--- src/verilog/iowdt_pkg.sv ---
// iowdt_pkg: constants of the I/O port watchdog timer
// assumes a 250 MHz system clock and a host I/O cycle decoded to one-cycle strobes
package iowdt_pkg;

   // port address and data
   localparam logic [15:0] WDT_PORT_ADDR    = 16'h0443;
   localparam int          IO_ADDR_W        = 16;
   localparam int          IO_DATA_W        = 8;
   localparam logic [7:0]  INTERVAL_MIN     = 8'h01;
   localparam logic [7:0]  INTERVAL_MAX     = 8'h3F;
   localparam logic [5:0]  INTERVAL_RST     = 6'h00;
   localparam int          INTERVAL_W       = 6;

   // time base
   localparam int          CLK_FREQ_HZ      = 250000000;
   localparam int          TICK_PERIOD_S    = 1;
   localparam int          TICK_CYCLES      = CLK_FREQ_HZ * TICK_PERIOD_S;
   localparam int          TICK_CNT_W       = 28;

   // expiry action, also the width of the interrupt pulse
   localparam int          IRQ_PULSE_CYCLES = 1;

   typedef enum logic [1:0] {
      IOWDT_IDLE,
      IOWDT_ARMED,
      IOWDT_FIRED
   } iowdt_state_t;

endpackage

--- src/verilog/iowdt_tick.sv ---
// iowdt_tick: divides the system clock down to a one-cycle pulse per second
// assumes clk_i at the package clock rate; restart_i realigns the second boundary
`timescale 1ns/10ps
module iowdt_tick #(
   parameter logic [27:0] TICK_CYCLES = 28'(iowdt_pkg::TICK_CYCLES)
)(
   // clock and reset
   input  wire logic clk_i,
   input  wire logic rst_i,
   // control
   input  wire logic restart_i,
   // time base
   output logic      tick_o
);

   logic [27:0] count;
   logic [27:0] next_count;
   logic        next_tick;

   always_comb
   begin
      next_count = count + 28'h0000001;
      next_tick  = 1'b0;
      if (restart_i)
      begin
         next_count = 28'h0000000;
      end
      else if (count == TICK_CYCLES - 28'h0000001)
      begin
         next_count = 28'h0000000;
         next_tick  = 1'b1;
      end
   end

   always_ff @(posedge clk_i)
   begin
      if (rst_i)
      begin
         count  <= 28'h0000000;
         tick_o <= 1'b0;
      end
      else
      begin
         count  <= next_count;
         tick_o <= next_tick;
      end
   end

endmodule

--- src/verilog/iowdt_top.sv ---
// iowdt_top: watchdog timer behind one byte-wide host I/O port
// assumes one-cycle read and write strobes with address and data valid alongside
`timescale 1ns/10ps
module iowdt_top #(
   parameter logic [27:0] TICK_CYCLES = 28'(iowdt_pkg::TICK_CYCLES)
)(
   // clock and reset
   input  wire logic        clk_i,
   input  wire logic        rst_i,
   // host I/O cycle
   input  wire logic [15:0] io_addr_i,
   input  wire logic        io_wr_i,
   input  wire logic        io_rd_i,
   input  wire logic [7:0]  io_wdata_i,
   output logic      [7:0]  io_rdata_o,
   // configuration: high picks interrupt, low picks processor reset
   input  wire logic        expire_irq_sel_i,
   // expiry action and status
   output logic             cpu_reset_o,
   output logic             irq_o,
   output logic             armed_o
);

   ////////////////////////////////////////////////////////////////////////////
   // port decode

   logic hit;
   logic wr_hit;
   logic rd_hit;
   logic code_ok;

   assign hit     = (io_addr_i == iowdt_pkg::WDT_PORT_ADDR);
   assign wr_hit  = hit && io_wr_i;
   assign rd_hit  = hit && io_rd_i;
   // out-of-range codes only come from a misbehaving host; zero would wrap the countdown to 63 on the first tick
   assign code_ok = (io_wdata_i >= iowdt_pkg::INTERVAL_MIN) && (io_wdata_i <= iowdt_pkg::INTERVAL_MAX);

   ////////////////////////////////////////////////////////////////////////////
   // one-second time base

   logic tick;
   logic restart;

   assign restart = wr_hit && code_ok;

   iowdt_tick #(
      .TICK_CYCLES (TICK_CYCLES)
   ) u_tick (
      .clk_i     (clk_i),
      .rst_i     (rst_i),
      .restart_i (restart),
      .tick_o    (tick)
   );

   ////////////////////////////////////////////////////////////////////////////
   // countdown and expiry

   iowdt_pkg::iowdt_state_t state;
   iowdt_pkg::iowdt_state_t next_state;
   logic [5:0]              interval;
   logic [5:0]              next_interval;
   logic [5:0]              remain;
   logic [5:0]              next_remain;
   logic                    expire;
   logic                    action_irq;
   logic                    next_action_irq;
   logic                    next_cpu_reset;
   logic                    next_irq;
   logic [7:0]              next_rdata;

   always_comb
   begin
      next_state    = state;
      next_interval = interval;
      next_remain   = remain;
      expire        = 1'b0;
      case (state)
         iowdt_pkg::IOWDT_IDLE:
         begin
            // a read alongside the write keeps it disarmed, as it does when armed
            if (restart && !rd_hit)
            begin
               next_interval = io_wdata_i[5:0];
               next_remain   = io_wdata_i[5:0];
               next_state    = iowdt_pkg::IOWDT_ARMED;
            end
         end
         iowdt_pkg::IOWDT_ARMED:
         begin
            // a read in the same cycle as a write: disarm wins, host wants it stopped
            if (rd_hit)
            begin
               next_state = iowdt_pkg::IOWDT_IDLE;
            end
            else if (restart)
            begin
               next_interval = io_wdata_i[5:0];
               next_remain   = io_wdata_i[5:0];
            end
            else if (tick)
            begin
               if (remain == 6'h01)
               begin
                  next_remain = 6'h00;
                  expire      = 1'b1;
                  next_state  = iowdt_pkg::IOWDT_FIRED;
               end
               else
               begin
                  next_remain = remain - 6'h01;
               end
            end
         end
         iowdt_pkg::IOWDT_FIRED:
         begin
            if (rd_hit)
            begin
               next_state = iowdt_pkg::IOWDT_IDLE;
            end
            else if (restart)
            begin
               next_interval = io_wdata_i[5:0];
               next_remain   = io_wdata_i[5:0];
               next_state    = iowdt_pkg::IOWDT_ARMED;
            end
         end
         default:
         begin
            next_state = iowdt_pkg::IOWDT_IDLE;
         end
      endcase
   end

   always_ff @(posedge clk_i)
   begin
      if (rst_i)
      begin
         state    <= iowdt_pkg::IOWDT_IDLE;
         interval <= iowdt_pkg::INTERVAL_RST;
         remain   <= iowdt_pkg::INTERVAL_RST;
      end
      else
      begin
         state    <= next_state;
         interval <= next_interval;
         remain   <= next_remain;
      end
   end

   assign armed_o = (state == iowdt_pkg::IOWDT_ARMED);

   ////////////////////////////////////////////////////////////////////////////
   // expiry action
   // interrupt is a pulse, reset a level; expiry only leaves armed, so set and clear never meet

   always_comb
   begin
      next_action_irq = action_irq;
      next_cpu_reset  = 1'b0;
      next_irq        = 1'b0;
      if (expire)
      begin
         next_action_irq = expire_irq_sel_i;
         next_cpu_reset  = !expire_irq_sel_i;
         next_irq        = expire_irq_sel_i;
      end
      else if ((state == iowdt_pkg::IOWDT_FIRED) && !rd_hit && !restart)
      begin
         // reset level holds until the host reads the port or writes it a code from 1 to 63
         next_cpu_reset = !action_irq;
      end
   end

   always_ff @(posedge clk_i)
   begin
      if (rst_i)
      begin
         action_irq  <= 1'b0;
         cpu_reset_o <= 1'b0;
         irq_o       <= 1'b0;
      end
      else
      begin
         action_irq  <= next_action_irq;
         cpu_reset_o <= next_cpu_reset;
         irq_o       <= next_irq;
      end
   end

   ////////////////////////////////////////////////////////////////////////////
   // read data

   always_comb
   begin
      next_rdata = io_rdata_o;
      if (rd_hit)
      begin
         next_rdata = {2'b00, interval};
      end
   end

   always_ff @(posedge clk_i)
   begin
      if (rst_i)
      begin
         io_rdata_o <= 8'h00;
      end
      else
      begin
         io_rdata_o <= next_rdata;
      end
   end

endmodule

--- config.mk ---
export PLATFORM = sky130hd
export DESIGN_NAME = iowdt_top
export DESIGN_NICKNAME = d
export VERILOG_FILES = /design/src/verilog/iowdt_pkg.sv /design/src/verilog/iowdt_tick.sv /design/src/verilog/iowdt_top.sv
export SDC_FILE = /design/constraint.sdc
export NUM_CORES = 1
export LEC_CHECK = 0
export BUFFER_PORTS_ARGS = -buffer_cell sky130_fd_sc_hd__buf_4
export CORE_UTILIZATION = 55
export CTS_BUF_LIST = sky130_fd_sc_hd__clkbuf_4 sky130_fd_sc_hd__clkbuf_8
export DETAILED_ROUTE_END_ITERATION = 10
export PLACE_DENSITY = 0.9
export SKIP_CTS_REPAIR_TIMING = 1
export SYNTH_ARGS = -nofsm -noshare
export SYNTH_HDL_FRONTEND = slang
export SYNTH_SLANG_ARGS = --single-unit
export TNS_END_PERCENT = 10
--- constraint.sdc ---
create_clock -name clk_i -period 6.7 [get_ports clk_i]
set_input_delay 1.34 -clock clk_i [delete_from_list [all_inputs] [get_ports clk_i]]
set_output_delay 1.34 -clock clk_i [all_outputs]
set_load 0.01 [all_outputs]
=== Word-level counts from Yosys, hierarchy flattened ===
Cells that the tools add are included.

* Register bits: 52
* Output and inout port bits: 11
* Logic and storage cells: 76

* Add/sub/neg operators: 2
* Order comparisons: 2
* Equality and inequality tests: 16
* Multiplexer cells: 25
* Bitwise operators: 1
* Reduce and logical (&&, ||, !) cells: 21

{| class="wikitable"
|+ Operators by type and width
! operator !! count
|-
| $mux W6 || 7
|-
| $add A28 B1 Y28 const B || 1
|-
| $eq A28 B28 Y1 const B || 1
|-
| $pmux W6 S3 || 1
|-
| $eq A16 B11 Y1 const B || 1
|-
| $mux W2 || 7
|-
| $pmux W6 S2 || 1
|-
| $ne A2 B2 Y1 const B || 5
|-
| $ne A3 B1 Y1 const B || 3
|-
| $ge A8 B1 Y1 const B || 1
|-
| $le A8 B6 Y1 const B || 1
|-
| $mux W1 || 8
|-
| $logic_and A1 B1 Y1 || 7
|-
| $eq A6 B1 Y1 const B || 1
|-
| $ne A3 B3 Y1 const B || 2
|-
| $pmux W2 S3 || 1
|-
| $reduce_and A6 Y1 || 1
|-
| $reduce_or A2 Y1 || 3
|-
| $sub A6 B1 Y6 const B || 1
|-
| $reduce_and A5 Y1 || 1
|-
| $logic_not A1 Y1 || 4
|-
| $reduce_and A4 Y1 || 1
|-
| $reduce_bool A3 Y1 || 1
|-
| $reduce_or A3 Y1 || 1
|-
| other kinds (6) || 6
|}

=== Logic depth before layout (Yosys ltp) ===
* Depth in word-level cells: 8
* Mapped depth: 9
* Mapped depth without buffers: 7

=== Hierarchy ===
From an unflattened synthesis, not the netlist that was laid out.

* Cell total of the unflattened synthesis: 311
* Area, all modules: 2727.6 um^2

{| class="wikitable"
|+ By module, submodules not included
! module !! times used !! cells each !! area each (um^2) !! sequential area each (um^2)
|-
| iowdt_top || 1 || 160 || 1401.3 || 460.4
|-
| iowdt_tick || 1 || 151 || 1326.3 || 580.6
|}

=== Worst setup path after synthesis ===
No wires, ideal clock.

* Path kind: in2reg
* Start: input port io_addr_i[2]
* End: register remain[5]
* Setup time: 0.087 ns
* Data arrival time: 3.202 ns
* Slack: 3.411 ns
* Stages on the path: 6
* Buffers on the path: 0
* Cells stage by stage: or4_4 > nor4_4 > and3_1 > o21ai_1 > or4_1 > o31ai_1

* Longest elaborated chain between the ends: 6

{| class="wikitable"
|+ RTL lines
! element !! RTL line !! text
|-
| from (decl) || iowdt_top.sv:11 || <nowiki>input wire logic [15:0] io_addr_i,</nowiki>
|-
| $eq A16 B11 Y1 * || iowdt_top.sv:32 || <nowiki>assign hit = (io_addr_i == iowdt_pkg::WDT_PORT_ADDR);</nowiki>
|-
| $logic_and A1 B1 Y1, on equally long branches || iowdt_top.sv:33, iowdt_top.sv:34 ||
|-
| $logic_and A1 B1 Y1 / $logic_not A1 Y1 (equally long branches) || iowdt_top.sv:44, iowdt_top.sv:81 ||
|-
| $mux W6 / $logic_and A1 B1 Y1 (equally long branches) || iowdt_top.sv:95, iowdt_top.sv:81 ||
|-
| $mux W6 / $ne A2 B2 Y1 (equally long branches) || n/a ||
|-
| $pmux W6 S3 / $reduce_and A6 Y1 (equally long branches) || n/a ||
|-
| to (signal assigned) || iowdt_top.sv:140 || <nowiki>remain <= iowdt_pkg::INTERVAL_RST;</nowiki>
|-
| to (signal assigned) || iowdt_top.sv:146 || <nowiki>remain <= next_remain;</nowiki>
|-
| to (decl) || iowdt_top.sv:62 || <nowiki>logic [5:0] remain;</nowiki>
|}

Mark *: on every way between the ends. The rest lies on a longest branch, timed or not. The select of a mux whose other input is x is not followed.
A chain may end at the register's enable or synchronous reset.

=== Worst setup path in the final report ===
* Start: input port io_addr_i[2]
* End: register u_tick.count[25]

* Longest elaborated chain between the ends: 4

{| class="wikitable"
|+ RTL lines
! element !! RTL line !! text
|-
| $eq A16 B11 Y1 || iowdt_top.sv:32 ||
|-
| $logic_and A1 B1 Y1 || iowdt_top.sv:33 || <nowiki>assign wr_hit = hit && io_wr_i;</nowiki>
|-
| $logic_and A1 B1 Y1 || iowdt_top.sv:44 || <nowiki>assign restart = wr_hit && code_ok;</nowiki>
|-
| $reduce_or A3 Y1 (no line) || n/a ||
|-
| to (signal assigned) || iowdt_tick.sv:44 || <nowiki>count <= next_count;</nowiki>
|-
| to (decl) || iowdt_tick.sv:16 || <nowiki>logic [27:0] count;</nowiki>
|}

Every way passes these cells.

==> flow_summary.yaml <==
outcome:
  status: "finished, final reports clean"
global_routing:
  grtUsageTotal: 0.243
  grt_pass1_vias: 2184
  grt_pass1_wl_mm: 9.53
  overflow: 0
  antenna_found_initial: 0
  grt_start_max_net_pins: 29
synth:
  syn_avg_cell_area_um2: 8.42
  syn_inst: 301
  synth_warnings: 0
  synth_cell_types: 47
  yosysSeqAreaShare: 0.411
  synth-edff-count: 0
  synthArstFlopShare: 0
  syn_area_um2: 2530
  synth-main-ff-cell: "dfxtp_1"
  yosys_register_bits: 52
timing:
  clock_skew_ps: 6.78
  post-route-min-period_ps: 3510
  slew_viol_final: 0
  setup_tns_ps: 0
  setup_viol: 0
  post-route-period-util: 0.525
  slew_headroom: 0.342
  worstMarginPinSlew_ps: 987
  hold_viol_final: 0
  rsz0062_at_grt: "false"
  max_freq_ghz: 0.285
die:
  core-area_um2: 4380
  start_util: 0.578
  rows: 24
  io_pins: 40
  die_h_um: 69.9
  die_w_um: 69.9
  dieArea_um2: 4880
critical_path:
  worstPathRequired_ps: 6860
  timing.setup.critical_path_class: "input pin to register"
  path_delay_family: "simple AND/OR/NAND/NOR gates"
  setup.worst_path.end_class: "register"
  cp_max_fo: 28
  path_cells: "buf_4 > or4_4 > nor4_4 > and3_1 > nor2_1 > nand2b_1 > nor2_1"
  path_common_cell: "nor2_1"
  crit_path_top_delay_cell: "nand2b_1"
  cp-start-kind: "input pin"
  critPathBufInv: 1
  critPathMaxStageDelay_ps: 710
  cp.arrival_ps: 3670
clock_tree:
  htreeDepth: 2
  clk_pin_slew_worst_paths_ps: 90
  ctsRootBufferMaster: "clkbuf_8"
  cts_sinks: 52
  cts_tree: "done"
  cts_buffer_depth: 2
  clk_latency_ps: 310
  cts_made_buffers: 5
placement:
  io_buffers: 37
  hpwl_mm: 4.09
  globalplace.congestion: 0.937
worst_hold_path:
  hp-class: "register to register"
layout:
  final_cell_mix: "nor2_1 (53), dfxtp_1 (52), buf_4 (38)"
  num_antenna_cells: 0
  area_growth_pct: 15.3
  layout_commonest_cell: "nor2_1"
  regArea_um2: 1040
  drive_gt1_frac: 0.151
  multi_input_area_um2: 1410
  nFillCells: 364
  final_nets: 373
detailed_routing:
  drtIter0Drc: 190
  wl_mm: 5.63
  ant_nets: 0
  wl_per_cell_um: 14.5
  drc: 0
  vias: 2266
  viasPerCell: 5.83
  dr.pass1.iters: 5
power:
  leakage_nw: 1.06
  p_per_area_nw_per_um2: 176
  power_mw: 0.513
  irDropWorstVdd_mv: 0.155
job:
  drv_cap: 0
[synthesized netlist by cell type (2+ instances only)]
cell	instances	area [µm²]
buf_4	3	22.5
and2_1	2	12.5
nand3_1	13	65.1
mux2i_1	11	110
and4_1	2	17.5
nand4_1	8	50.1
and3_1	4	25.0
o2111ai_1	2	17.5
o21ai_1	2	10.0
nor4bb_1	2	20.0
nor3b_1	2	15.0
inv_1	9	33.8
ha_1	7	87.6
xor2_1	15	131
nand2b_1	2	12.5
a21oi_1	16	80.1
nand2_1	32	120
nand4b_1	3	26.3
a31oi_1	2	12.5
nor3_1	8	40.0
buf_2	3	15.0
or2_2	2	12.5
dfxtp_1	52	1040
or4_1	3	22.5
clkbuf_1	4	15.0
o31ai_1	2	15.0
xnor2_1	11	96.3
nor4_1	7	43.8
nor2_1	53	199
o21ai_0	2	10.0
[final cells by class]
type / instances / share of cell area
clock buffer: 5 / 0.0236
clock inverter: 2 / 0.00557
inverter: 9 / 0.0116
multi-input combinational: 231 / 0.483
sequential: 52 / 0.356
tap: 52 / 0.0223
timing repair buffer: 38 / 0.0976
[layer usage]
metal	GRT usage	vias up	routed length, µm
met4	0.0978	0	110
met3	0.0606	16	410
met2	0.412	83	2680
met1	0.294	1055	2430
met5	0	-	0
li1	-	1112	-
[where the power goes]
group	total (mW)	switching (mW)	leakage, nW	internal [mW]
Clock	0.175	0.102	0.0406	0.0729
Sequential	0.312	0.00144	0.419	0.310
Combinational	0.0268	0.0128	0.605	0.0140
[worst min-delay path: cells and delay by family (launching register included)]
family	cells	cell delay, ps
AOI/OAI and AO/OA	1	50
DFF	1	320
and+or+nand+nor	1	50
[path summary, 6_finish.rpt]
check | startpoint | end | slack [ps] | cells past startpoint
worst max register to register | u_tick.count[0] | u_tick.count[25] | 4160 | 7
worst min register to register | io_rdata_o[0] | io_rdata_o[0] | 460 | 2
worst min-delay path | io_rdata_o[0] | io_rdata_o[0] | 460 | 2
worst max-delay path | io_addr_i[2] | u_tick.count[25] | 3190 | 7
[sequential cells by signal (all words and copies together) (netlist names), 2 cells and up]
| register | count |
|---|---|
| io_rdata_o | 6 |
| interval | 6 |
| state | 2 |
| remain | 6 |
| u_tick.count | 28 |
[cell families (layout without fill, tap and decap cells)]
| kind of cell | Yosys count | count (layout) | share of synthesized area |
|---|---|---|---|
| xor gates and xnor gates | 26 | 26 | 0.0898 |
| and+or+nand+nor | 148 | 148 | 0.292 |
| muxes | 12 | 12 | 0.0479 |
| other | 1 | 2 | 0.00148 |
| AOI/OAI and AO/OA | 36 | 36 | 0.0898 |
| buffers and inverters | 19 | 54 | 0.0341 |
| DFF | 52 | 52 | 0.411 |
| adders and majority gates | 7 | 7 | 0.0345 |
[through the flow]
stage               hold slack, ps  instances  setup WS, ps   util  area, µm²
global placement               439        382          2980  0.647       2840
detailed placement             445        382          2840  0.647       2840
floorplan                      430        302          3410      -       2540
finish                         457        389          3190  0.666       2920
CTS                            463        389          3180  0.666       2920
global route                   489        389          3010  0.666       2920
No activity file was read; power rests on OpenSTA's default activity.
